--- src/rtl/ntsf_pkg.sv ---
// package for the non-temporal store, prefetch and store fence block
// assumes one core clock; all widths and codes are shared by every file
package ntsf_pkg;
   localparam int ADDR_W = 32;
   localparam int DATA_W = 128;
   localparam int BYTES_W = DATA_W / 8;
   localparam int QW_W = 64;
   localparam int QW_BYTES = QW_W / 8;
   localparam int PF_BLOCK_BYTES = 32;
   localparam int PF_OFS_W = $clog2(PF_BLOCK_BYTES);
   localparam int CSR_W = 32;
   localparam logic [CSR_W-1:0] CSR_RESET = 32'h0000_1f80;
   localparam logic [BYTES_W-1:0] MASK_NONE = '0;
   localparam logic [BYTES_W-1:0] MASK_QW = 16'h00ff;
   localparam logic [BYTES_W-1:0] MASK_ALL = 16'hffff;

   typedef enum logic [2:0] {
      NTSF_OP_NONE,
      NTSF_OP_CSR_LOAD,
      NTSF_OP_CSR_STORE,
      NTSF_OP_NT_QW,
      NTSF_OP_NT_PS,
      NTSF_OP_MASKED,
      NTSF_OP_PREFETCH,
      NTSF_OP_FENCE
   } ntsf_op_t;

   typedef enum logic [1:0] {
      NTSF_HINT_T0,
      NTSF_HINT_T1,
      NTSF_HINT_T2,
      NTSF_HINT_NTA
   } ntsf_hint_t;

   typedef enum logic [2:0] {
      NTSF_MT_UC,
      NTSF_MT_WC,
      NTSF_MT_WT,
      NTSF_MT_WP,
      NTSF_MT_WB
   } ntsf_mtype_t;

   // target level of a cache fill, nearer levels have lower codes
   typedef enum logic [1:0] {
      NTSF_LVL_NONE,
      NTSF_LVL_ONE,
      NTSF_LVL_TWO
   } ntsf_lvl_t;

   typedef struct packed {
      ntsf_op_t              op;
      ntsf_hint_t            hint;
      ntsf_mtype_t           mtype;
      logic [ADDR_W-1:0]     addr;
      logic [DATA_W-1:0]     data;
      logic [QW_BYTES-1:0]   bmask;
   } ntsf_req_t;

   typedef struct packed {
      logic                  valid;
      logic                  nt;
      ntsf_mtype_t           mtype;
      logic [ADDR_W-1:0]     addr;
      logic [DATA_W-1:0]     data;
      logic [BYTES_W-1:0]    be;
   } ntsf_wr_t;

   typedef struct packed {
      logic                  valid;
      logic [ADDR_W-1:0]     addr;
      ntsf_lvl_t             level;
      logic                  nt;
   } ntsf_pf_t;
endpackage

--- src/rtl/ntsf_wc_buf.sv ---
// one write-combining buffer: gathers non-temporal bytes of one line
// assumes the parent drains it when told and holds drain until accepted
`timescale 1ns/1ps
module ntsf_wc_buf
   import ntsf_pkg::*;
(
   input  wire logic                 mclk,
   input  wire logic                 rst,
   input  wire logic                 merge_en,
   input  wire logic                 wr_en,
   input  wire logic [ADDR_W-1:0]    wr_addr,
   input  wire logic [DATA_W-1:0]    wr_data,
   input  wire logic [BYTES_W-1:0]   wr_be,
   input  wire logic                 drain,
   input  wire logic                 drain_ack,
   output logic                      busy,
   output logic                      hit,
   output logic [ADDR_W-1:0]         line_addr,
   output logic [DATA_W-1:0]         line_data,
   output logic [BYTES_W-1:0]        line_be
);
   localparam int OFS_W = $clog2(BYTES_W);

   logic                 busy_r, busy_nxt;
   logic [ADDR_W-1:0]    addr_r, addr_nxt;
   logic [DATA_W-1:0]    data_r, data_nxt;
   logic [BYTES_W-1:0]   be_r, be_nxt;

   assign hit = busy_r && merge_en && (addr_r[ADDR_W-1:OFS_W] == wr_addr[ADDR_W-1:OFS_W]);
   assign busy = busy_r;
   assign line_addr = addr_r;
   assign line_data = data_r;
   assign line_be = be_r;

   always_comb begin
      busy_nxt = busy_r;
      addr_nxt = addr_r;
      data_nxt = data_r;
      be_nxt = be_r;
      if (drain && drain_ack) begin
         busy_nxt = 1'b0;
         be_nxt = MASK_NONE;
      end
      // a missing line loads in the same cycle the old one leaves
      if (wr_en) begin
         // on a hit only selected lanes change, others keep older merged bytes
         for (int i = 0; i < BYTES_W; i++) begin
            if (wr_be[i]) begin
               data_nxt[i*8 +: 8] = wr_data[i*8 +: 8];
            end
         end
         be_nxt = (hit ? be_r : MASK_NONE) | wr_be;
         data_nxt = hit ? data_nxt : (wr_data & {DATA_W{1'b1}});
         addr_nxt = {wr_addr[ADDR_W-1:OFS_W], {OFS_W{1'b0}}};
         busy_nxt = 1'b1;
      end
   end

   always_ff @(posedge mclk or posedge rst) begin
      if (rst) begin
         busy_r <= 1'b0;
         addr_r <= '0;
         data_r <= '0;
         be_r <= MASK_NONE;
      end else begin
         busy_r <= busy_nxt;
         addr_r <= addr_nxt;
         data_r <= data_nxt;
         be_r <= be_nxt;
      end
   end
endmodule

--- src/rtl/ntsf_top.sv ---
// memory-side sequencer for non-temporal stores, prefetch, store fence and csr moves
// assumes requests come from the pipeline one at a time under req_valid/req_ready
//
// Overview of operation
// - csr load fills register; store writes it out
// - nt store to wb/wt/wc evicts cached copies
// - nt stores combine, no allocate, weakly ordered
// - nt stores may merge into one write
// - uc or wp type overrides nt hint
// - masked store writes only selected bytes
// - quadword and packed-single nt stores to memory
// - prefetch fetches aligned 32-byte block at hint
// - no movement when nearer level already holds
// - prefetch never changes architectural results
// - t0 hint fills every cache level
// - t1/t2 hints fill level two and up
// - nta hint fills near, minimal pollution
// - later accesses follow the prefetch temporality
// - fence orders older stores before younger ones
`timescale 1ns/1ps
module ntsf_top
   import ntsf_pkg::*;
#(
   parameter bit MERGE_EN = 1'b1
)
(
   input  wire logic                 mclk,
   input  wire logic                 rst,
   input  wire ntsf_req_t            req,
   input  wire logic                 req_valid,
   output logic                      req_ready,
   input  wire logic [CSR_W-1:0]     csr_load_data,
   output logic [CSR_W-1:0]          csr_value,
   output logic                      csr_store_valid,
   output logic [ADDR_W-1:0]         csr_store_addr,
   input  wire logic                 l1_present,
   input  wire logic                 l2_present,
   output ntsf_wr_t                  mem_wr,
   input  wire logic                 mem_wr_ack,
   output logic                      evict_valid,
   output logic [ADDR_W-1:0]         evict_addr,
   output ntsf_pf_t                  pf_out,
   output logic                      fence_busy
);
   typedef enum logic [1:0] {ST_IDLE, ST_FENCE} ntsf_state_t;

   ntsf_state_t          state_r, state_nxt;
   logic [CSR_W-1:0]     csr_r, csr_nxt;
   logic                 csr_st_r, csr_st_nxt;
   logic [ADDR_W-1:0]    csr_addr_r, csr_addr_nxt;
   ntsf_wr_t             wr_r, wr_nxt;
   logic                 ev_r, ev_nxt;
   logic [ADDR_W-1:0]    ev_addr_r, ev_addr_nxt;
   ntsf_pf_t             pf_r, pf_nxt;
   logic                 fb_r, fb_nxt;
   logic                 rdy_r, rdy_nxt;

   logic                 take;
   logic                 is_nt;
   logic                 nt_cacheable;
   logic [BYTES_W-1:0]   nt_be;
   logic [DATA_W-1:0]    nt_data;
   logic                 wc_wr;
   logic                 wc_drain;
   logic                 wc_busy;
   logic                 wc_hit;
   logic [ADDR_W-1:0]    wc_addr;
   logic [DATA_W-1:0]    wc_data;
   logic [BYTES_W-1:0]   wc_be;
   logic                 wr_pend;

   assign take = req_valid && rdy_r;
   assign is_nt = (req.op == NTSF_OP_NT_QW) || (req.op == NTSF_OP_NT_PS) || (req.op == NTSF_OP_MASKED);
   assign nt_cacheable = (req.mtype == NTSF_MT_WB) || (req.mtype == NTSF_MT_WT) ||
                         (req.mtype == NTSF_MT_WC);
   assign wr_pend = wr_r.valid && !mem_wr_ack;

   // byte enables per store kind
   always_comb begin
      nt_data = req.data;
      case (req.op)
         NTSF_OP_NT_QW: nt_be = MASK_QW;
         NTSF_OP_NT_PS: nt_be = MASK_ALL;
         NTSF_OP_MASKED: nt_be = {{(BYTES_W-QW_BYTES){1'b0}}, req.bmask};
         default: nt_be = MASK_NONE;
      endcase
   end

   // new line that misses the buffer forces the old line out first
   assign wc_drain = wc_busy && ((state_r == ST_FENCE) ||
                     (take && is_nt && nt_cacheable && !wc_hit));
   assign wc_wr = take && is_nt && nt_cacheable;

   ntsf_wc_buf u_wc (
      .mclk      (mclk),
      .rst       (rst),
      .merge_en  (MERGE_EN),
      .wr_en     (wc_wr),
      .wr_addr   (req.addr),
      .wr_data   (nt_data),
      .wr_be     (nt_be),
      .drain     (wc_drain && !wr_pend),
      .drain_ack (1'b1),
      .busy      (wc_busy),
      .hit       (wc_hit),
      .line_addr (wc_addr),
      .line_data (wc_data),
      .line_be   (wc_be)
   );

   always_comb begin
      state_nxt = state_r;
      csr_nxt = csr_r;
      csr_st_nxt = 1'b0;
      csr_addr_nxt = csr_addr_r;
      wr_nxt = wr_r;
      ev_nxt = 1'b0;
      ev_addr_nxt = ev_addr_r;
      pf_nxt = '0;
      fb_nxt = fb_r;
      rdy_nxt = 1'b1;
      if (wr_r.valid && mem_wr_ack) begin
         wr_nxt.valid = 1'b0;
      end
      // buffered line leaves once the write port is free
      if (wc_drain && !wr_pend) begin
         wr_nxt.valid = 1'b1;
         wr_nxt.nt = 1'b1;
         wr_nxt.mtype = NTSF_MT_WC;
         wr_nxt.addr = wc_addr;
         wr_nxt.data = wc_data;
         wr_nxt.be = wc_be;
      end
      case (state_r)
         ST_IDLE: begin
            if (take) begin
               case (req.op)
                  NTSF_OP_CSR_LOAD: csr_nxt = csr_load_data;
                  NTSF_OP_CSR_STORE: begin
                     csr_st_nxt = 1'b1;
                     csr_addr_nxt = req.addr;
                  end
                  NTSF_OP_NT_QW, NTSF_OP_NT_PS, NTSF_OP_MASKED: begin
                     if (nt_cacheable) begin
                        ev_nxt = 1'b1;
                        ev_addr_nxt = req.addr;
                     end else begin
                        // strong type: direct ordered write, no combining
                        wr_nxt.valid = 1'b1;
                        wr_nxt.nt = 1'b0;
                        wr_nxt.mtype = req.mtype;
                        wr_nxt.addr = req.addr;
                        wr_nxt.data = nt_data;
                        wr_nxt.be = nt_be;
                     end
                  end
                  NTSF_OP_PREFETCH: begin
                     // pure cache fill, no architectural state touched
                     pf_nxt.addr = {req.addr[ADDR_W-1:PF_OFS_W], {PF_OFS_W{1'b0}}};
                     pf_nxt.nt = (req.hint == NTSF_HINT_NTA);
                     case (req.hint)
                        NTSF_HINT_T0: begin
                           pf_nxt.level = NTSF_LVL_ONE;
                           pf_nxt.valid = !l1_present;
                        end
                        NTSF_HINT_T1, NTSF_HINT_T2: begin
                           pf_nxt.level = NTSF_LVL_TWO;
                           pf_nxt.valid = !(l1_present || l2_present);
                        end
                        NTSF_HINT_NTA: begin
                           pf_nxt.level = NTSF_LVL_ONE;
                           pf_nxt.valid = !l1_present;
                        end
                        default: pf_nxt.valid = 1'b0;
                     endcase
                  end
                  NTSF_OP_FENCE: begin
                     fb_nxt = 1'b1;
                     state_nxt = ST_FENCE;
                  end
                  default: ;
               endcase
            end
         end
         ST_FENCE: begin
            if (!wc_busy && !wr_r.valid) begin
               fb_nxt = 1'b0;
               state_nxt = ST_IDLE;
            end
         end
         default: state_nxt = ST_IDLE;
      endcase
      // younger requests stall while a fence waits for older stores to leave
      if (state_nxt != ST_IDLE) begin
         rdy_nxt = 1'b0;
      end
      // ready only with the write port free, so a taken store never waits
      if (wr_nxt.valid) begin
         rdy_nxt = 1'b0;
      end
   end

   always_ff @(posedge mclk or posedge rst) begin
      if (rst) begin
         state_r <= ST_IDLE;
         csr_r <= CSR_RESET;
         csr_st_r <= 1'b0;
         csr_addr_r <= '0;
         wr_r <= '0;
         ev_r <= 1'b0;
         ev_addr_r <= '0;
         pf_r <= '0;
         fb_r <= 1'b0;
         rdy_r <= 1'b0;
      end else begin
         state_r <= state_nxt;
         csr_r <= csr_nxt;
         csr_st_r <= csr_st_nxt;
         csr_addr_r <= csr_addr_nxt;
         wr_r <= wr_nxt;
         ev_r <= ev_nxt;
         ev_addr_r <= ev_addr_nxt;
         pf_r <= pf_nxt;
         fb_r <= fb_nxt;
         rdy_r <= rdy_nxt;
      end
   end

   assign req_ready = rdy_r;
   assign csr_value = csr_r;
   assign csr_store_valid = csr_st_r;
   assign csr_store_addr = csr_addr_r;
   assign mem_wr = wr_r;
   assign evict_valid = ev_r;
   assign evict_addr = ev_addr_r;
   assign pf_out = pf_r;
   assign fence_busy = fb_r;
endmodule

--- config.mk ---
export PLATFORM = sky130hd
export DESIGN_NAME = ntsf_top
export DESIGN_NICKNAME = d
export VERILOG_FILES = /design/src/rtl/ntsf_pkg.sv /design/src/rtl/ntsf_wc_buf.sv /design/src/rtl/ntsf_top.sv
export SDC_FILE = /design/constraint.sdc
export NUM_CORES = 1
export LEC_CHECK = 0
export BUFFER_PORTS_ARGS = -buffer_cell sky130_fd_sc_hd__buf_2
export CORE_AREA = 2 2 204 206
export CTS_BUF_LIST = sky130_fd_sc_hd__clkbuf_4 sky130_fd_sc_hd__clkbuf_8 sky130_fd_sc_hd__clkbuf_16
export CTS_CLUSTER_SIZE = 25
export DETAILED_ROUTE_END_ITERATION = 6
export DIE_AREA = 0 0 206 208
export PLACE_DENSITY_LB_ADDON = 0.15
export SYNTH_ARGS = -nofsm -noshare
export SYNTH_HDL_FRONTEND = slang
export SYNTH_HIERARCHICAL = 1
export SYNTH_SLANG_ARGS = --single-unit
--- constraint.sdc ---
create_clock -name mclk -period 25.1 [get_ports mclk]
set_input_delay 5.02 -clock mclk [delete_from_list [all_inputs] [get_ports mclk]]
set_output_delay 5.02 -clock mclk [all_outputs]
set_load 0.01 [all_outputs]
==> impl_metrics.tcl, run 1 <==
set metrics [dict create \
    finalSetupViolCount 0 \
    grt_setup_unrepaired "false" \
    status "finished clean" \
    cp_max_fo 101 \
    slew_violations 0 \
    area_growth_pct 22.7 \
    cp-start-kind "input port" \
    grt.total_usage_pct 27.1 \
    ys_types 46 \
    synthTopCellsByArea "dfrtp_1 59%, mux2_2 14%, nand3_1 8.7%" \
    synth_ff_type "dfrtp_1" \
    power_leakage_nw 12.3 \
    async_reset_ff_share_pct 100 \
    place.gp.congestion 0.856 \
    hold_buffers 0 \
    wl_per_cell_um 20.7 \
    rr_worst_depth 10 \
    skew_ps 22.8 \
    drive_above_1_share_pct 39.8 \
    syn_inst 1780 \
    setup_tns_ps 0 \
    clock.fmax_mhz 117 \
    ys_ff_latch 487 \
    io_buffers 525 \
    fin_area_mm2 0.0249 \
    arrival_ps 9070 \
    cts_root_buf "clkbuf_16" \
    syn_avg_cell_area_um2 11.4 \
    dp_hpwl_um 38600 \
    nets 2481 \
    vias 15700 \
    ys_seq_area_share_pct 60.1 \
    drc 0 \
    required_ps 25600 \
    synth_area_mm2 0.0203 \
    synth_edf_count 0 \
    maxCapViolCount 0 \
    holdPathStages 2 \
    die_h_um 208 \
    cts_sinks 487 \
    cts.repair.resized 0 \
    hold_viol 0 \
    worstMarginPinSlew_ps 1220 \
    vdd_ir_drop_max_mv 0.0701 \
    start_util_pct 50.0 \
    grt_max_degree 180 \
    routed_wl_um 58800 \
    drt_first_pass_iters 5 \
    hold_class "flip-flop to flip-flop" \
    fp.dieW_um 206 \
    grt_overflow 0 \
    relSlewSlack_pct 18.5 \
    die-area_mm2 0.0428 \
    vias_per_cell 5.51 \
    placed_area_mm2 0.0232 \
    insertion_delay_ps 580 \
    path_class "input port to flip-flop" \
    core_mm2 0.0406 \
    synth_top_area_share_pct 59.3 \
    yosysWarnings 6 \
    h-tree-depth 2 \
    grt_pass1_vias 16100 \
    ctsLongestPathBuffers 3 \
    antenna_found_initial 11 \
    ios 531 \
    power_density_mw_per_mm2 107 \
    cts_buffers 50 \
    period_minus_slack_ps 8560 \
    end_kind "flip-flop" \
    post_cts_buffers 0 \
    rows 74 \
    ant_nets 0 \
    power_mw 2.67 \
    grt_first_pass_wirelength_um 91300 \
    drt_iter0_markers 1071 \
    cts_tree "built" \
    clk_pin_slew_ps 60 \
    finalCritPeriodShare_pct 34.1 \
    yosys.area.top_type "dfrtp_1" \
]
[worst max-delay path: stages]
cell     delay [ps]
buf_2           160
xor2_1          330
nor4_1          130
nand4_2         700
nor2_1           90
nor4b_1         540
a31oi_4         190
inv_6           610
buf_4           860
nand2_1         140
nand3_1         130
[per-layer routing]
layer,vias up,part of all wire [%],global-route usage [%]
li1,7071,-,-
met1,7903,41,35.0
met2,601,49,44.9
met3,105,7.5,6.20
met4,6,2.9,9.29
met5,-,0.061,0
[where the power goes]
group	switching, mW	internal (mW)	total [mW]
Combinational	0.389	0.328	0.717
Clock	0.307	0.436	0.742
Sequential	0.153	1.06	1.21
[cells in the mapped netlist, types with 2 or more instances]
cell,n
nand2b_1,9
a211oi_1,3
conb_1,3
nor2b_1,11
o31ai_4,9
or3_1,3
nand3_1,351
buf_4,22
nor2_1,15
a22oi_1,16
a21oi_1,2
o31ai_2,7
nand2_1,364
and2_1,29
mux2_2,251
dfstp_2,6
a2111oi_0,2
inv_1,7
nor3_1,8
nor4_1,11
nand4_2,2
buf_2,46
clkbuf_1,39
dfrtp_1,481
o21ai_0,30
xor2_1,27
buf_1,7
[layout by cell type, fill, tap and decap left out, types with 2 or more instances in the layout]
master and instances:
buf_2 525, dfrtp_1 481, nand2_1 364, nand3_1 351, mux2_2 251, clkbuf_16 51
o21ai_0 30, and2_1 29, xor2_1 27, a22oi_1 16, clkinv_2 14, nor2_1 13
conb_1 13, buf_4 13, nor2b_1 11, clkbuf_8 11, nor4_1 11, clkbuf_4 10
diode_2 9, o31ai_4 9, nand2b_1 8, nor3_1 8, o31ai_2 7, dfstp_2 6
inv_1 5, or3_1 3, a211oi_1 3, inv_6 2, a2111oi_0 2, inv_8 2
bufinv_16 2, nand4_2 2
[final cells by class]
cell class | count | area [um2]
clock buffers | 72 | 1500
repair buffers | 539 | 2750
fillers | 3335 | 15700
flip-flops and latches | 487 | 12200
well taps | 532 | 666
multi-input cells | 1180 | 7560
inverters | 8 | 50.0
diodes | 9 | 22.5
clock inverters | 18 | 146
[path summary, 6_finish.rpt]
| kind | start | to | slack (ps) |
|---|---|---|---|
| worst max-delay path | req[165] | mem_wr[106] | 16540 |
| worst min-delay path | u_wc/line_data[56] | mem_wr[72] | 480 |
| worst max register to register | u_wc/line_addr[29] | mem_wr[106] | 20760 |
| worst min register to register | u_wc/line_data[56] | mem_wr[72] | 480 |
| max in group asynchronous | rst | req_ready | 17810 |
| min in group asynchronous | rst | mem_wr[111] | 4600 |
[registers in the layout, indices dropped and copies added (netlist names)]
name	cells
csr_store_addr	32
mem_wr	181
csr_store_valid	1
pf_out	31
fence_busy	1
u_wc/line_addr	28
u_wc/line_data	128
req_ready	1
u_wc/busy	1
evict_addr	32
state_r	2
csr_value	32
u_wc/line_be	16
evict_valid	1
[logic make-up after synthesis]
logic type	share of synthesized area, %
other cells	0.0555
fa+ha+maj	0.0617
mux	13.9
flops	60.1
xor+xnor	1.21
buf+inv	3.00
compound gates	3.29
simple gates	18.3
[through the flow]
stage / worst slack [ps] / utilization (%) / cells / hold slack (ps)
floorplan: 11400 / - / 1790 / 456
global placement: 16100 / 57.2 / 2746 / 460
detailed placement: 16000 / 57.2 / 2746 / 469
CTS: 16570 / 61.3 / 2836 / 482
global route: 16250 / 61.3 / 2843 / 488
finish: 16540 / 61.4 / 2845 / 482
(Power assumes the default switching activity.)
==> run 2, diff against run 1 <==
Settings changed: CORE_AREA 2 2 204 206 to not set, CORE_MARGIN set to 2, CORE_UTILIZATION set to 48, DIE_AREA 0 0 206 208 to not set.
Clock period 25.1 ns to 6.9 ns, I/O delays scaled along.
==> impl_metrics.tcl, run 2 (same netlist as run 1, synthesis figures left out) <==
set metrics [dict create \
    grt_setup_unrepaired "false" \
    required_ps 7410 \
    setup_tns_ps 0 \
    rows 75 \
    h-tree-depth 2 \
    cts.repair.resized 0 \
    largest_reg_flops 181 \
    layout_commonest_cell "buf_2" \
    fp.dieW_um 210 \
    drt_first_pass_iters 5 \
    period_minus_slack_ps 4510 \
    cts_root_buf "clkbuf_16" \
    p_seq_share_pct 44.9 \
    clock.fmax_mhz 222 \
    cp_max_fo 114 \
    grt_max_degree 146 \
    end_kind "flip-flop" \
    hp-start "u_wc/line_data[54]" \
    hold_viol 0 \
    dpl.cell_count 2753 \
    p_clk_share_pct 28.9 \
    grt_pass1_vias 15700 \
    grt_overflow 0 \
    place.gp.congestion 0.867 \
    grt.total_usage_pct 26.2 \
    register_area_mm2 0.0122 \
    io_buffers 525 \
    area_growth_pct 23.4 \
    start_util_pct 48.5 \
    routed_wl_um 58300 \
    maxCapViolCount 0 \
    startpoint "req[141]" \
    cell_internal_pwr_mw 6.76 \
    cts_tree "built" \
    worstMarginPinSlew_ps 1340 \
    post_cts_buffers 0 \
    stdcell_count 2856 \
    dp_hpwl_um 38400 \
    hold_class "flip-flop to flip-flop" \
    power_frac_comb_pct 26.3 \
    die_h_um 210 \
    skew_ps 21.0 \
    vias 15400 \
    vias_per_cell 5.39 \
    drc 0 \
    vdd_ir_drop_max_mv 0.236 \
    r2r_start "u_wc/line_addr[4]" \
    drt_iter0_markers 1197 \
    crit_chain "buf_2, xor2_1, nor4_1, nand4_2, nor2_1, nor4b_1, a31oi_4, inv_6, buf_4, nand2_1, nand3_1" \
    arrival_ps 5020 \
    power_density_mw_per_mm2 394 \
    wl_per_cell_um 20.4 \
    slew_violations 0 \
    ios 531 \
    finalSetupViolCount 0 \
    insertion_delay_ps 590 \
    nets 2482 \
    drive_above_1_share_pct 40.0 \
    hold_buffers 0 \
    clk_pin_slew_ps 60 \
    multi_input_area_mm2 0.00756 \
    grt_first_pass_wirelength_um 89900 \
    cts_sinks 487 \
    status "finished clean" \
    cpPeakStageDelay_ps 810 \
    ant_nets 0 \
    die-area_mm2 0.0439 \
    final_cell_mix "525 x buf_2, 481 x dfrtp_1, 364 x nand2_1" \
    crit_slowest_cell "inv_6" \
    ctsLongestPathBuffers 3 \
    antenna_found_initial 9 \
    cts_buffers 51 \
    fillCellCount 3533 \
    path_class "input port to flip-flop" \
    cp-start-kind "input port" \
    core_mm2 0.0419 \
    relSlewSlack_pct 10.3 \
    sw_frac_of_total_pct 31.4 \
    power_leakage_nw 12.4 \
    switchingPower_mw 3.09 \
    finalCritPeriodShare_pct 65.4 \
]
-- run 2: cell count changes in the layout (fill, tap and decap cells not counted), sizes merged --
cell | before | now
bufinv | 2 | 3
clkbuf | 72 | 78
clkinv | 14 | 12
clkinvlp | 1 | 3
diode | 9 | 8
inv | 9 | 7
-- run 2: final timing paths --
check,slack [ps],to,cells past startpoint
worst max-delay path,2390,mem_wr[143],11
worst min-delay path,480,mem_wr[70],2
worst max register to register,2940,mem_wr[143],10
worst min register to register,480,mem_wr[70],2
max in group asynchronous,4460,u_wc/line_data[54],3
min in group asynchronous,1010,u_wc/line_data[60],2
-- run 2: final cells by class --
type                       instances  area share, %
antenna                            8         0.0799
clock buffer                      78           6.40
clock inverter                    17          0.675
inverter                           8          0.185
multi-input combinational       1180           30.2
sequential                       487           48.7
tap                              539           2.69
timing repair buffer             539           11.1
-- run 2: power by group through the flow --
| stage | Clock [mW] | Sequential (mW) | Combinational, mW |
|---|---|---|---|
| floorplan | 0 | 4.66 | 1.14 |
| global placement | 0 | 4.41 | 2.56 |
| detailed placement | 0 | 4.45 | 2.60 |
| CTS | 2.91 | 4.42 | 2.61 |
| global route | 3.02 | 4.54 | 2.81 |
| finish | 2.84 | 4.42 | 2.59 |
-- run 2: layer usage --
metal	global-route usage [%]	routed length (um)	share of wire [%]
met2	43.5	28800	49
met5	0	7	0.012
met4	7.68	1210	2.1
met1	34.7	24700	42
met3	5.67	3630	6.2
-- run 2: stage by stage --
step	cell area, um2	power (mW)	util (%)	hold WS (ps)	setup WS, ps
6_report	25000	9.85	59.8	483	2390
5_1_grt	25000	10.4	59.8	496	2130
4_1_cts	25000	9.94	59.8	484	2470
3_5_place_dp	23200	7.06	55.6	469	1860
3_3_place_gp	23200	6.97	55.6	461	1900
2_1_floorplan	20300	5.80	-	456	832
-- run 2: critical path, delay by kind of cell --
kind / cells / cell delay, ps
buffers and inverters: 3 / 1710
AND/OR/NAND/NOR: 6 / 1030
XOR/XNOR: 1 / 360
AO/OA/AOI/OAI: 1 / 390
==> run 3, diff against run 2 <==
Clock period 6.9 ns to 4 ns, I/O delays scaled along.
==> impl_metrics.tcl, run 3 (same netlist as run 1, synthesis figures left out) <==
set metrics [dict create \
    status "finished clean" \
    fin_area_mm2 0.0253 \
    vias 15500 \
    crit_chain "xor2_1, nor4_1, nand4_2, nor2_1, nor4b_1, a31oi_4, inv_6, a21oi_2, a22oi_1, o21ai_0" \
    cts_buffers 50 \
    r2r_start "u_wc/line_addr[25]" \
    p_clk_share_pct 28.9 \
    grt_pass1_vias 15800 \
    layout_commonest_cell "buf_2" \
    startpoint "u_wc/line_addr[25]" \
    slew_violations 0 \
    finalCritPeriodShare_pct 70.3 \
    p_seq_share_pct 44.7 \
    ios 531 \
    maxCapViolCount 0 \
    cts_tree "built" \
    largest_reg_flops 181 \
    sw_frac_of_total_pct 31.2 \
    area_growth_pct 24.5 \
    vdd_ir_drop_max_mv 0.436 \
    cts_root_buf "clkbuf_16" \
    power_frac_comb_pct 26.4 \
    die-area_mm2 0.0439 \
    clk_pin_slew_ps 60 \
    drc 0 \
    wl_per_cell_um 20.6 \
    end_kind "flip-flop" \
    power_density_mw_per_mm2 672 \
    hold_buffers 0 \
    grt_overflow 0 \
    fillCellCount 3515 \
    crit_slowest_cell "a21oi_2" \
    fin_hold_ws_ps 312 \
    required_ps 4500 \
    relSlewSlack_pct 37.2 \
    cp_max_fo 16 \
    cell_internal_pwr_mw 11.7 \
    routed_wl_um 59100 \
    nets 2499 \
    finalSetupViolCount 0 \
    io_buffers 525 \
    grt.total_usage_pct 26.6 \
    rows 75 \
    ant_nets 0 \
    placed_area_mm2 0.0235 \
    grt_setup_unrepaired "false" \
    path_class "flip-flop to flip-flop" \
    drt_first_pass_iters 5 \
    cp-start-kind "flip-flop" \
    h-tree-depth 2 \
    drt_iter0_markers 1106 \
    path_buf_inv 1 \
    cts_sinks 487 \
    core_mm2 0.0419 \
    ctsLongestPathBuffers 3 \
    reg2reg_slack_ps 1190 \
    drive_above_1_share_pct 40.4 \
    worstMarginPinSlew_ps 942 \
    power_mw 17.0 \
    vias_per_cell 5.42 \
    power_leakage_nw 12.5 \
    period_minus_slack_ps 2810 \
    dp_hpwl_um 39700 \
    hold_viol 0 \
    fp.dieW_um 210 \
    start_util_pct 48.5 \
    grt_max_degree 119 \
    antenna_found_initial 4 \
    post_cts_buffers 0 \
    hold_class "input port to asynchronous set/reset pin" \
    cts.repair.resized 0 \
    insertion_delay_ps 580 \
    arrival_ps 3310 \
    final_cell_mix "525 x buf_2, 481 x dfrtp_1, 364 x nand2_1" \
    grt_first_pass_wirelength_um 91100 \
    switchingPower_mw 5.30 \
    clock.fmax_mhz 355 \
    place.gp.congestion 0.857 \
    cp_top_family "compound AO/OA/AOI/OAI gates" \
    die_h_um 210 \
    skew_ps 14.0 \
    cpPeakStageDelay_ps 640 \
]
## run 3: path summary, 6_finish.rpt
check | end | cells past startpoint
max in group asynchronous | mem_wr[31] | 3
hold / removal | u_wc/line_data[58] | 2
hold reg to reg | mem_wr[41] | 2
setup reg to reg | u_wc/line_be[5] | 10
setup / recovery | u_wc/line_be[5] | 10
min in group mclk | pf_out[35] | 2
## run 3: final cells by class
| type | count | area (um2) | area share (%) |
|---|---|---|---|
| Inverter | 8 | 42.5 | 0.168 |
| Multi-Input combinational cell | 1180 | 7560 | 29.9 |
| Sequential cell | 487 | 12200 | 48.3 |
| Timing Repair Buffer | 557 | 3020 | 11.9 |
| Antenna cell | 5 | 12.5 | 0.0495 |
| Clock buffer | 79 | 1580 | 6.27 |
| Tap cell | 539 | 674 | 2.67 |
| Clock inverter | 14 | 175 | 0.693 |
## run 3: worst register-to-register path: cells and delay by family (launching register included)
| family | cells | cell delay (ps) |
|---|---|---|
| flip-flops | 1 | 400 |
| buffers and inverters | 1 | 70 |
| AND/OR/NAND/NOR | 4 | 830 |
| XOR/XNOR | 1 | 180 |
| AO/OA/AOI/OAI | 4 | 1230 |
## run 3: metal layers
layer  global-route usage (%)  share of wire [%]
met1                     34.3                 41
met2                     44.1                 49
met3                     6.08                6.8
met4                     9.61                3.0
met5                        0                  0
## run 3: per-stage QoR
stage          setup WS, ps  TNS (ps)  util [%]  instances
4_1_cts                1150         0      60.3       2864
5_1_grt                 858         0      60.3       2866
2_1_floorplan          -978   -301220         -       1790
3_5_place_dp            592         0      56.1       2771
6_report               1190         0      60.4       2869
3_3_place_gp            675         0      56.1       2771
## run 3: power by group through the flow
stage               Combinational [mW]  Sequential (mW)  Clock (mW)
floorplan                         1.96             8.05           0
global placement                  4.41             7.57           0
detailed placement                4.51             7.64           0
CTS                               4.53             7.58        5.03
global route                      4.87             7.79        5.22
finish                            4.48             7.59        4.92
